`config.mk`:
```
export PLATFORM = sky130hd
export DESIGN_NAME = sccds_regs
export DESIGN_NICKNAME = d
export VERILOG_FILES = /design/src/sccds_pkg.sv /design/src/sccds_div_reg.sv /design/src/sccds_regs.sv
export SDC_FILE = /design/constraint.sdc
export NUM_CORES = 1
export LEC_CHECK = 0
export BUFFER_PORTS_ARGS = -buffer_cell sky130_fd_sc_hd__buf_2
export CORE_AREA = 10 10 100 102
export CTS_BUF_LIST = sky130_fd_sc_hd__clkbuf_16
export DETAILED_ROUTE_END_ITERATION = 8
export DIE_AREA = 0 0 110 112
export GPL_TIMING_DRIVEN = 0
export PLACE_DENSITY = 0.76
export SLEW_MARGIN = 0
export SYNTH_ARGS = -nofsm -noshare
export SYNTH_HDL_FRONTEND = slang
export SYNTH_SLANG_ARGS = --single-unit
```
`constraint.sdc`:
```
create_clock -name clk -period 3 [get_ports clk]
set_clock_uncertainty 0.05 [all_clocks]
set_input_delay 0.3 -clock clk [delete_from_list [all_inputs] [get_ports clk]]
set_output_delay 0.3 -clock clk [all_outputs]
set_load 0.05 [all_outputs]
```
`src/sccds_pkg.sv`:
```
// Purpose: shared constants of the sensor clock divider and status bank
// Assumes: 8-bit register addresses, 16-bit register data
// Notes: divider and error channel reset values and the field positions live here
package sccds_pkg;
  // register addresses
  localparam logic [7:0] ADDR_CH2_DIV = 8'h16;
  localparam logic [7:0] ADDR_CH3_DIV = 8'h17;
  localparam logic [7:0] ADDR_STATUS = 8'h18;
  localparam logic [7:0] ADDR_ERR_CFG = 8'h19;
  // channel result registers, one every second address from here
  localparam logic [7:0] ADDR_DATA_BASE = 8'h00;
  localparam int NUM_DIV_CH = 2;
  localparam int FIRST_DIV_CH = 2;
  // divider register fields
  localparam int SENS_DIV_MSB = 15;
  localparam int SENS_DIV_LSB = 12;
  localparam int RSV_MSB = 11;
  localparam int RSV_LSB = 10;
  localparam int REF_DIV_MSB = 9;
  localparam int REF_DIV_LSB = 0;
  localparam logic [15:0] DIV_RESET = 16'h0000;
  // status fields
  localparam int ST_CHAN_MSB = 15;
  localparam int ST_CHAN_LSB = 14;
  localparam int ST_UR_BIT = 13;
  localparam int ST_OR_BIT = 12;
  localparam logic [1:0] CHAN_RESET = 2'h0;
  // error routing enables
  localparam int CFG_UR_IRQ_BIT = 7;
  localparam int CFG_OR_IRQ_BIT = 6;
endpackage : sccds_pkg

```
`src/sccds_div_reg.sv`:
```
// Purpose: one channel clock divider register and its reference tick
// Assumes: writes come from the register port on the same clock
// Notes: a zero reference divider stops the tick rather than dividing by 0
`timescale 1ns/10ps
module sccds_div_reg (
  // clock and reset
  input wire logic clk,
  input wire logic arst_n,
  // register write
  input wire logic wrEn,
  input wire logic [15:0] wrData,
  // register contents
  output logic [15:0] regValue,
  output logic [3:0] sensorInDiv,
  output logic [9:0] refClkDiv,
  // derived state
  output logic sensorCfgBad,
  output logic refTick
);
  logic [9:0] refCnt;
  logic cntWrap;

  // whole register, reserved bits stored as written
  always_ff @(posedge clk or negedge arst_n)
  begin
    if (!arst_n)
      regValue <= sccds_pkg::DIV_RESET;
    else if (wrEn)
      regValue <= wrData;
  end

  // field copies for the conversion core
  always_ff @(posedge clk or negedge arst_n)
  begin
    if (!arst_n)
    begin
      sensorInDiv <= sccds_pkg::DIV_RESET[sccds_pkg::SENS_DIV_MSB:
                                          sccds_pkg::SENS_DIV_LSB];
      refClkDiv <= sccds_pkg::DIV_RESET[sccds_pkg::REF_DIV_MSB:
                                        sccds_pkg::REF_DIV_LSB];
      sensorCfgBad <= 1'h1; // reset code 0 is the reserved one
    end
    else if (wrEn)
    begin
      sensorInDiv <= wrData[sccds_pkg::SENS_DIV_MSB:sccds_pkg::SENS_DIV_LSB];
      refClkDiv <= wrData[sccds_pkg::REF_DIV_MSB:sccds_pkg::REF_DIV_LSB];
      // code 0 is reserved, flagged to the core
      sensorCfgBad <= (wrData[sccds_pkg::SENS_DIV_MSB:
                              sccds_pkg::SENS_DIV_LSB] == 4'h0);
    end
  end

  assign cntWrap = ({1'h0, refCnt} + 11'h001) >= {1'h0, refClkDiv};

  // reference divider: one tick every refClkDiv clocks
  always_ff @(posedge clk or negedge arst_n)
  begin
    if (!arst_n)
    begin
      refCnt <= 10'h000;
      refTick <= 1'h0;
    end
    else
    begin
      // a write restarts the count so no short period leaks out
      if (wrEn || refClkDiv == 10'h000 || cntWrap)
        refCnt <= 10'h000;
      else
        refCnt <= refCnt + 10'h001;
      refTick <= !wrEn && refClkDiv != 10'h000 && cntWrap;
    end
  end
endmodule : sccds_div_reg

```
`src/sccds_regs.sv`:
```
// Purpose: clock divider registers of channels 2 and 3 and the error
//   part of the status register, with the interrupt pin
// Assumes: register port driven by the serial interface logic on clk;
//   error events are one-cycle pulses from the conversion core
// Notes: read data is registered, valid the cycle after regRd
`timescale 1ns/10ps
module sccds_regs (
  // clock and reset
  input wire logic clk,
  input wire logic arst_n,
  // register port
  input wire logic [7:0] regAddr,
  input wire logic regWr,
  input wire logic regRd,
  input wire logic [15:0] regWrData,
  output logic [15:0] regRdData,
  output logic regRdValid,
  // events from the conversion core
  input wire logic urErr,
  input wire logic orErr,
  input wire logic [1:0] errChannel,
  // divider settings to the core
  output logic [3:0] sensorInDivC2,
  output logic [3:0] sensorInDivC3,
  output logic [9:0] refClkDivC2,
  output logic [9:0] refClkDivC3,
  output logic [1:0] sensorCfgBad,
  output logic [1:0] refTick,
  // status and pin
  output logic [1:0] errorSourceChannel,
  output logic underrangeFlag,
  output logic overrangeFlag,
  output logic interruptOutN
);
  logic [15:0] divValue [sccds_pkg::NUM_DIV_CH];
  logic [3:0] divSens [sccds_pkg::NUM_DIV_CH];
  logic [9:0] divRef [sccds_pkg::NUM_DIV_CH];
  logic underrangeIrqEnable;
  logic overrangeIrqEnable;
  logic errLatched;
  logic statusRead;
  logic latchClear;
  logic urEvent;
  logic orEvent;
  logic errEvent;
  logic [15:0] next_rdData;

  // true when addr is the result register of channel chan
  function automatic logic isDataOf(input logic [7:0] addr,
                                    input logic [1:0] chan);
    isDataOf = addr == sccds_pkg::ADDR_DATA_BASE + {5'h00, chan, 1'h0};
  endfunction : isDataOf

  // one divider register per channel
  genvar gi;
  generate
    for (gi = 0; gi < sccds_pkg::NUM_DIV_CH; gi++)
    begin : g_div
      sccds_div_reg u_div (
        .clk(clk),
        .arst_n(arst_n),
        .wrEn(regWr && regAddr == sccds_pkg::ADDR_CH2_DIV + 8'(gi)),
        .wrData(regWrData),
        .regValue(divValue[gi]),
        .sensorInDiv(divSens[gi]),
        .refClkDiv(divRef[gi]),
        .sensorCfgBad(sensorCfgBad[gi]),
        .refTick(refTick[gi])
      );
    end
  endgenerate

  assign sensorInDivC2 = divSens[0];
  assign sensorInDivC3 = divSens[1];
  assign refClkDivC2 = divRef[0];
  assign refClkDivC3 = divRef[1];

  // routing enables, only bits 7 and 6 are kept here
  always_ff @(posedge clk or negedge arst_n)
  begin
    if (!arst_n)
    begin
      underrangeIrqEnable <= 1'h0;
      overrangeIrqEnable <= 1'h0;
    end
    else if (regWr && regAddr == sccds_pkg::ADDR_ERR_CFG)
    begin
      underrangeIrqEnable <= regWrData[sccds_pkg::CFG_UR_IRQ_BIT];
      overrangeIrqEnable <= regWrData[sccds_pkg::CFG_OR_IRQ_BIT];
    end
  end

  // gated events and clear conditions
  assign urEvent = urErr && underrangeIrqEnable;
  assign orEvent = orErr && overrangeIrqEnable;
  assign errEvent = urEvent || orEvent;
  assign statusRead = regRd && regAddr == sccds_pkg::ADDR_STATUS;
  assign latchClear = statusRead ||
                      (regRd && isDataOf(regAddr, errorSourceChannel));

  // sticky error flags; a new event wins over the read that clears
  always_ff @(posedge clk or negedge arst_n)
  begin
    if (!arst_n)
    begin
      underrangeFlag <= 1'h0;
      overrangeFlag <= 1'h0;
    end
    else
    begin
      if (urEvent)
        underrangeFlag <= 1'h1;
      else if (statusRead)
        underrangeFlag <= 1'h0;
      if (orEvent)
        overrangeFlag <= 1'h1;
      else if (statusRead)
        overrangeFlag <= 1'h0;
    end
  end

  // error channel latch; first error after a clear owns the field
  always_ff @(posedge clk or negedge arst_n)
  begin
    if (!arst_n)
    begin
      errLatched <= 1'h0;
      errorSourceChannel <= sccds_pkg::CHAN_RESET;
    end
    else if (errEvent && (!errLatched || latchClear))
    begin
      errLatched <= 1'h1;
      errorSourceChannel <= errChannel;
    end
    else if (latchClear)
      errLatched <= 1'h0;
    // otherwise the held index is left alone
  end

  // pin is low while either routed flag stands; a flop keeps it glitch free
  always_ff @(posedge clk or negedge arst_n)
  begin
    if (!arst_n)
      interruptOutN <= 1'h1;
    else
      interruptOutN <= !(underrangeFlag || overrangeFlag);
  end

  // read data; status shows the value from before its own clear
  always_comb
  begin
    next_rdData = 16'h0000;
    if (regAddr == sccds_pkg::ADDR_CH2_DIV)
      next_rdData = divValue[0];
    else if (regAddr == sccds_pkg::ADDR_CH3_DIV)
      next_rdData = divValue[1];
    else if (regAddr == sccds_pkg::ADDR_STATUS)
    begin
      next_rdData[sccds_pkg::ST_CHAN_MSB:sccds_pkg::ST_CHAN_LSB] =
        errorSourceChannel;
      next_rdData[sccds_pkg::ST_UR_BIT] = underrangeFlag;
      next_rdData[sccds_pkg::ST_OR_BIT] = overrangeFlag;
    end
    else if (regAddr == sccds_pkg::ADDR_ERR_CFG)
    begin
      next_rdData[sccds_pkg::CFG_UR_IRQ_BIT] = underrangeIrqEnable;
      next_rdData[sccds_pkg::CFG_OR_IRQ_BIT] = overrangeIrqEnable;
    end
  end

  always_ff @(posedge clk or negedge arst_n)
  begin
    if (!arst_n)
    begin
      regRdData <= 16'h0000;
      regRdValid <= 1'h0;
    end
    else
    begin
      regRdValid <= regRd;
      if (regRd)
        regRdData <= next_rdData;
    end
  end
endmodule : sccds_regs

```
==> flow_metrics.tcl <==
set metrics [dict create \
    status "finished, final reports clean" \
    numCtsBuffers 9 \
    antenna_cells 0 \
    ant_nets 0 \
    htreeDepth 3 \
    die_h_um 112 \
    io_buffers 85 \
    p_leak_uw 0.00256 \
    worst-path-stages 10 \
    grt.total_usage 0.175 \
    p_clk_frac 0.272 \
    arrival_ps 3090 \
    nets 570 \
    tns_ps 0 \
    finalCritPeriodShare 0.963 \
    post-dp-hpwl_um 8420 \
    setup_viol 0 \
    netlist_area_sq_um 4280 \
    viasPerCell 5.52 \
    routed_wl_um 10900 \
    path_max_fanout 10 \
    r2r-end "g_div[0].u_div.refCnt[6]$_DFF_PN0_" \
    place_ws_ps 180 \
    grt_setup_unrepaired "no" \
    crit_slowest_cell "dfrtp_1" \
    cp.buffers_inverters 0 \
    crit_chain "ha_1, nand2_1, or2_2, xnor2_1, ha_1, a21oi_1, a31oi_1, a211oi_2, o2111ai_4, nor2b_1" \
    antenna_found_initial 0 \
    worstSetupEndpointType "register" \
    seq_power_share 0.417 \
    finalCriticalPeriod_ps 2890 \
    endpoint "g_div[0].u_div.refCnt[6]$_DFF_PN0_" \
    cp.required_ps 3200 \
    finalMaxSlewViolations 0 \
    reg2reg_depth 10 \
    cap_violations 0 \
    drc 0 \
    rows 33 \
    vias 3437 \
    grt_pass1_vias 3440 \
    drtIter0Drc 244 \
    finalWeightedCongestion 0.891 \
    p_int_uw 2200 \
    hold_path_class "in2reg" \
    setup.worst_path.start_class "register" \
    hold_viol 0 \
    grt_max_degree 45 \
    overflow 0 \
    crit_start "g_div[0].u_div.refCnt[0]$_DFF_PN0_" \
    synth.avg_cell_area_sq_um 10.2 \
    synth_fp_nets 472 \
    clk_pin_slew_ps 60 \
    grt_pass1_wl_um 17300 \
    mostFrequentLayoutCells "86 x buf_2, 78 x dfrtp_1, 34 x nand2_1, 33 x nor2_1, 33 x buf_4" \
    ir_drop_v 0.000336 \
    dr.pass1.iters 6 \
    drive_gt1_frac 0.320 \
    timing.slew.headroom 0.413 \
    fmax_ghz 0.346 \
    wl_per_cell_um 17.4 \
    placed_area_sq_um 4860 \
    ff_latch_area_sq_um 2030 \
    cts_tree "done" \
    setup_slack_ps 111 \
    tightest_slew_ps 876 \
    fill_cells 665 \
    fin_area_sq_um 5120 \
    yosys.cell_types.count 51 \
    rr_startpoint "g_div[0].u_div.refCnt[0]$_DFF_PN0_" \
    critPathMostFrequentCell "ha_1" \
    initial_core_util 0.531 \
    cts_buffer_depth 2 \
    core-area_sq_um 8050 \
    die_x_um 110 \
    criticalPathCategory "reg2reg" \
    swShare 0.355 \
    hold-path-cell-count 1 \
    syn_to_final_growth_pct 19.8 \
    r2r_setup_slack_ps 110 \
    insertion_delay_ps 330 \
    synth_warnings 0 \
    cts_root_buf "clkbuf_16" \
    multi_input_area_sq_um 1860 \
    ios 86 \
    ys_seq_area_frac 0.475 \
    syn-instance-count 418 \
    ys_seq_elements 81 \
    hold_ws_ps 56.3 \
    powerDensity_nw_per_um2 665 \
    crit_family "compound AO/OA/AOI/OAI gates" \
    power_frac_comb 0.311 \
    dieArea_sq_um 12300 \
    holdCritStartpoint "regRd" \
    layout_commonest_cell "buf_2" \
    cts_num_sinks 81 \
    crit_path_max_incr_delay_ps 410 \
    p_sw_uw 1210 \
]
through the flow:
stage	cells	power [uW]	utilization
2_1_floorplan	418	2190	-
3_3_place_gp	608	2430	0.600
3_5_place_dp	609	2490	0.603
4_1_cts	623	3420	0.634
5_1_grt	623	3600	0.637
6_report	623	3410	0.637
Yosys cell counts (all sizes together):
| master | number | area, sq um |
|---|---|---|
| a211o | 1 | 8.76 |
| a211oi | 3 | 22.5 |
| a21o | 2 | 15.0 |
| a21oi | 20 | 100 |
| a221oi | 1 | 8.76 |
| a22o | 3 | 26.3 |
| a22oi | 10 | 75.1 |
| a31oi | 1 | 6.26 |
| a32oi | 3 | 26.3 |
| a41oi | 2 | 25.0 |
| and2 | 2 | 12.5 |
| and3 | 1 | 6.26 |
| and3b | 1 | 8.76 |
| and4 | 2 | 17.5 |
| buf | 36 | 265 |
| clkbuf | 8 | 31.3 |
| dfrtp | 78 | 1950 |
| dfstp | 3 | 78.8 |
| ha | 22 | 275 |
| inv | 28 | 105 |
| mux2 | 20 | 233 |
| nand2 | 34 | 128 |
| nand2b | 2 | 12.5 |
| nand3 | 13 | 65.1 |
| nand3b | 1 | 7.51 |
| nand4 | 4 | 25.0 |
| nor2 | 33 | 124 |
| nor2b | 17 | 106 |
| nor3 | 4 | 36.3 |
| nor3b | 1 | 12.5 |
| nor4 | 7 | 43.8 |
| nor4b | 2 | 32.5 |
| o2111ai | 1 | 15.0 |
| o211ai | 2 | 20.0 |
| o21ai | 22 | 110 |
| o32ai | 6 | 52.6 |
| or2 | 2 | 12.5 |
| or3 | 1 | 7.51 |
| or4b | 1 | 10.0 |
| xnor2 | 10 | 87.6 |
| xor2 | 8 | 70.1 |
how the worst min path moves through the flow:
stage                                                endpoint  slack (ps)
global placement                         regRdValid$_DFF_PN0_         390
detailed placement  g_div[0].u_div.sensorInDiv[2]$_DFFE_PN0P_         250
global route                             regRdValid$_DFF_PN0_          60
finish                                   regRdValid$_DFF_PN0_          60
CTS                                      regRdValid$_DFF_PN0_          50
floorplan                              errLatched$_DFFE_PN0P_         -50
worst reg2reg max path: cells and delay by family (launching register included):
| kind | cells | cell delay [ps] |
|---|---|---|
| AND/OR/NAND/NOR | 3 | 540 |
| AO/OA/AOI/OAI | 4 | 950 |
| flip-flops | 1 | 410 |
| XOR/XNOR | 1 | 250 |
| adder cells (fa/ha/maj) | 2 | 600 |
power by group through the flow:
stage          Sequential (uW)  Clock (uW)  Combinational (uW)
2_1_floorplan             1540           0                 654
3_5_place_dp              1440           0                1050
4_1_cts                   1420         936                1070
3_3_place_gp              1430           0                1000
5_1_grt                   1450         986                1170
6_report                  1420         927                1060
per-layer routing:
layer,track usage,wire length (um),vias to the layer above
met3,0.0311,835,16
met2,0.293,5450,112
met5,0,0,-
met1,0.220,4420,1689
li1,-,-,1620
met4,0.0530,156,0
registers in the layout (all words and copies together) (netlist names):
| signal | flops |
|---|---|
| regRdValid | 1 |
| g_div.u_div.refClkDiv | 9 |
| underrangeFlag | 1 |
| underrangeIrqEnable | 1 |
| overrangeIrqEnable | 1 |
| interruptOutN | 1 |
| g_div.u_div.refCnt | 20 |
| g_div.u_div.sensorInDiv | 4 |
| errLatched | 1 |
| g_div.u_div.regValue | 19 |
| regRdData | 16 |
| overrangeFlag | 1 |
| g_div.u_div.refTick | 2 |
| errorSourceChannel | 2 |
| g_div.u_div.sensorCfgBad | 2 |
cell families (layout without fill, tap and decap cells):
kind of cell,count (synthesis),in the layout,synth area share
simple gates,128,128,0.156
mux,20,20,0.0544
xor+xnor,18,18,0.0369
compound gates,77,77,0.120
buf+inv,72,172,0.0939
flops,81,81,0.475
fa+ha+maj,22,22,0.0643
what timing repair did:
action	CTS	global route
hold buffers	1	0
endpoints found under the hold margin	35	0
endpoints found under the setup margin	0	10
setup buffers	0	0
gates resized for setup	0	2
cell type report:
class | instances | share of cell area
Sequential cell | 81 | 0.396
Multi-Input combinational cell | 265 | 0.363
Timing Repair Buffer | 87 | 0.0894
Buffer | 44 | 0.0579
Clock buffer | 9 | 0.0439
Tap cell | 105 | 0.0256
Inverter | 28 | 0.0205
Clock inverter | 4 | 0.00317
(Power assumes the default switching activity.)
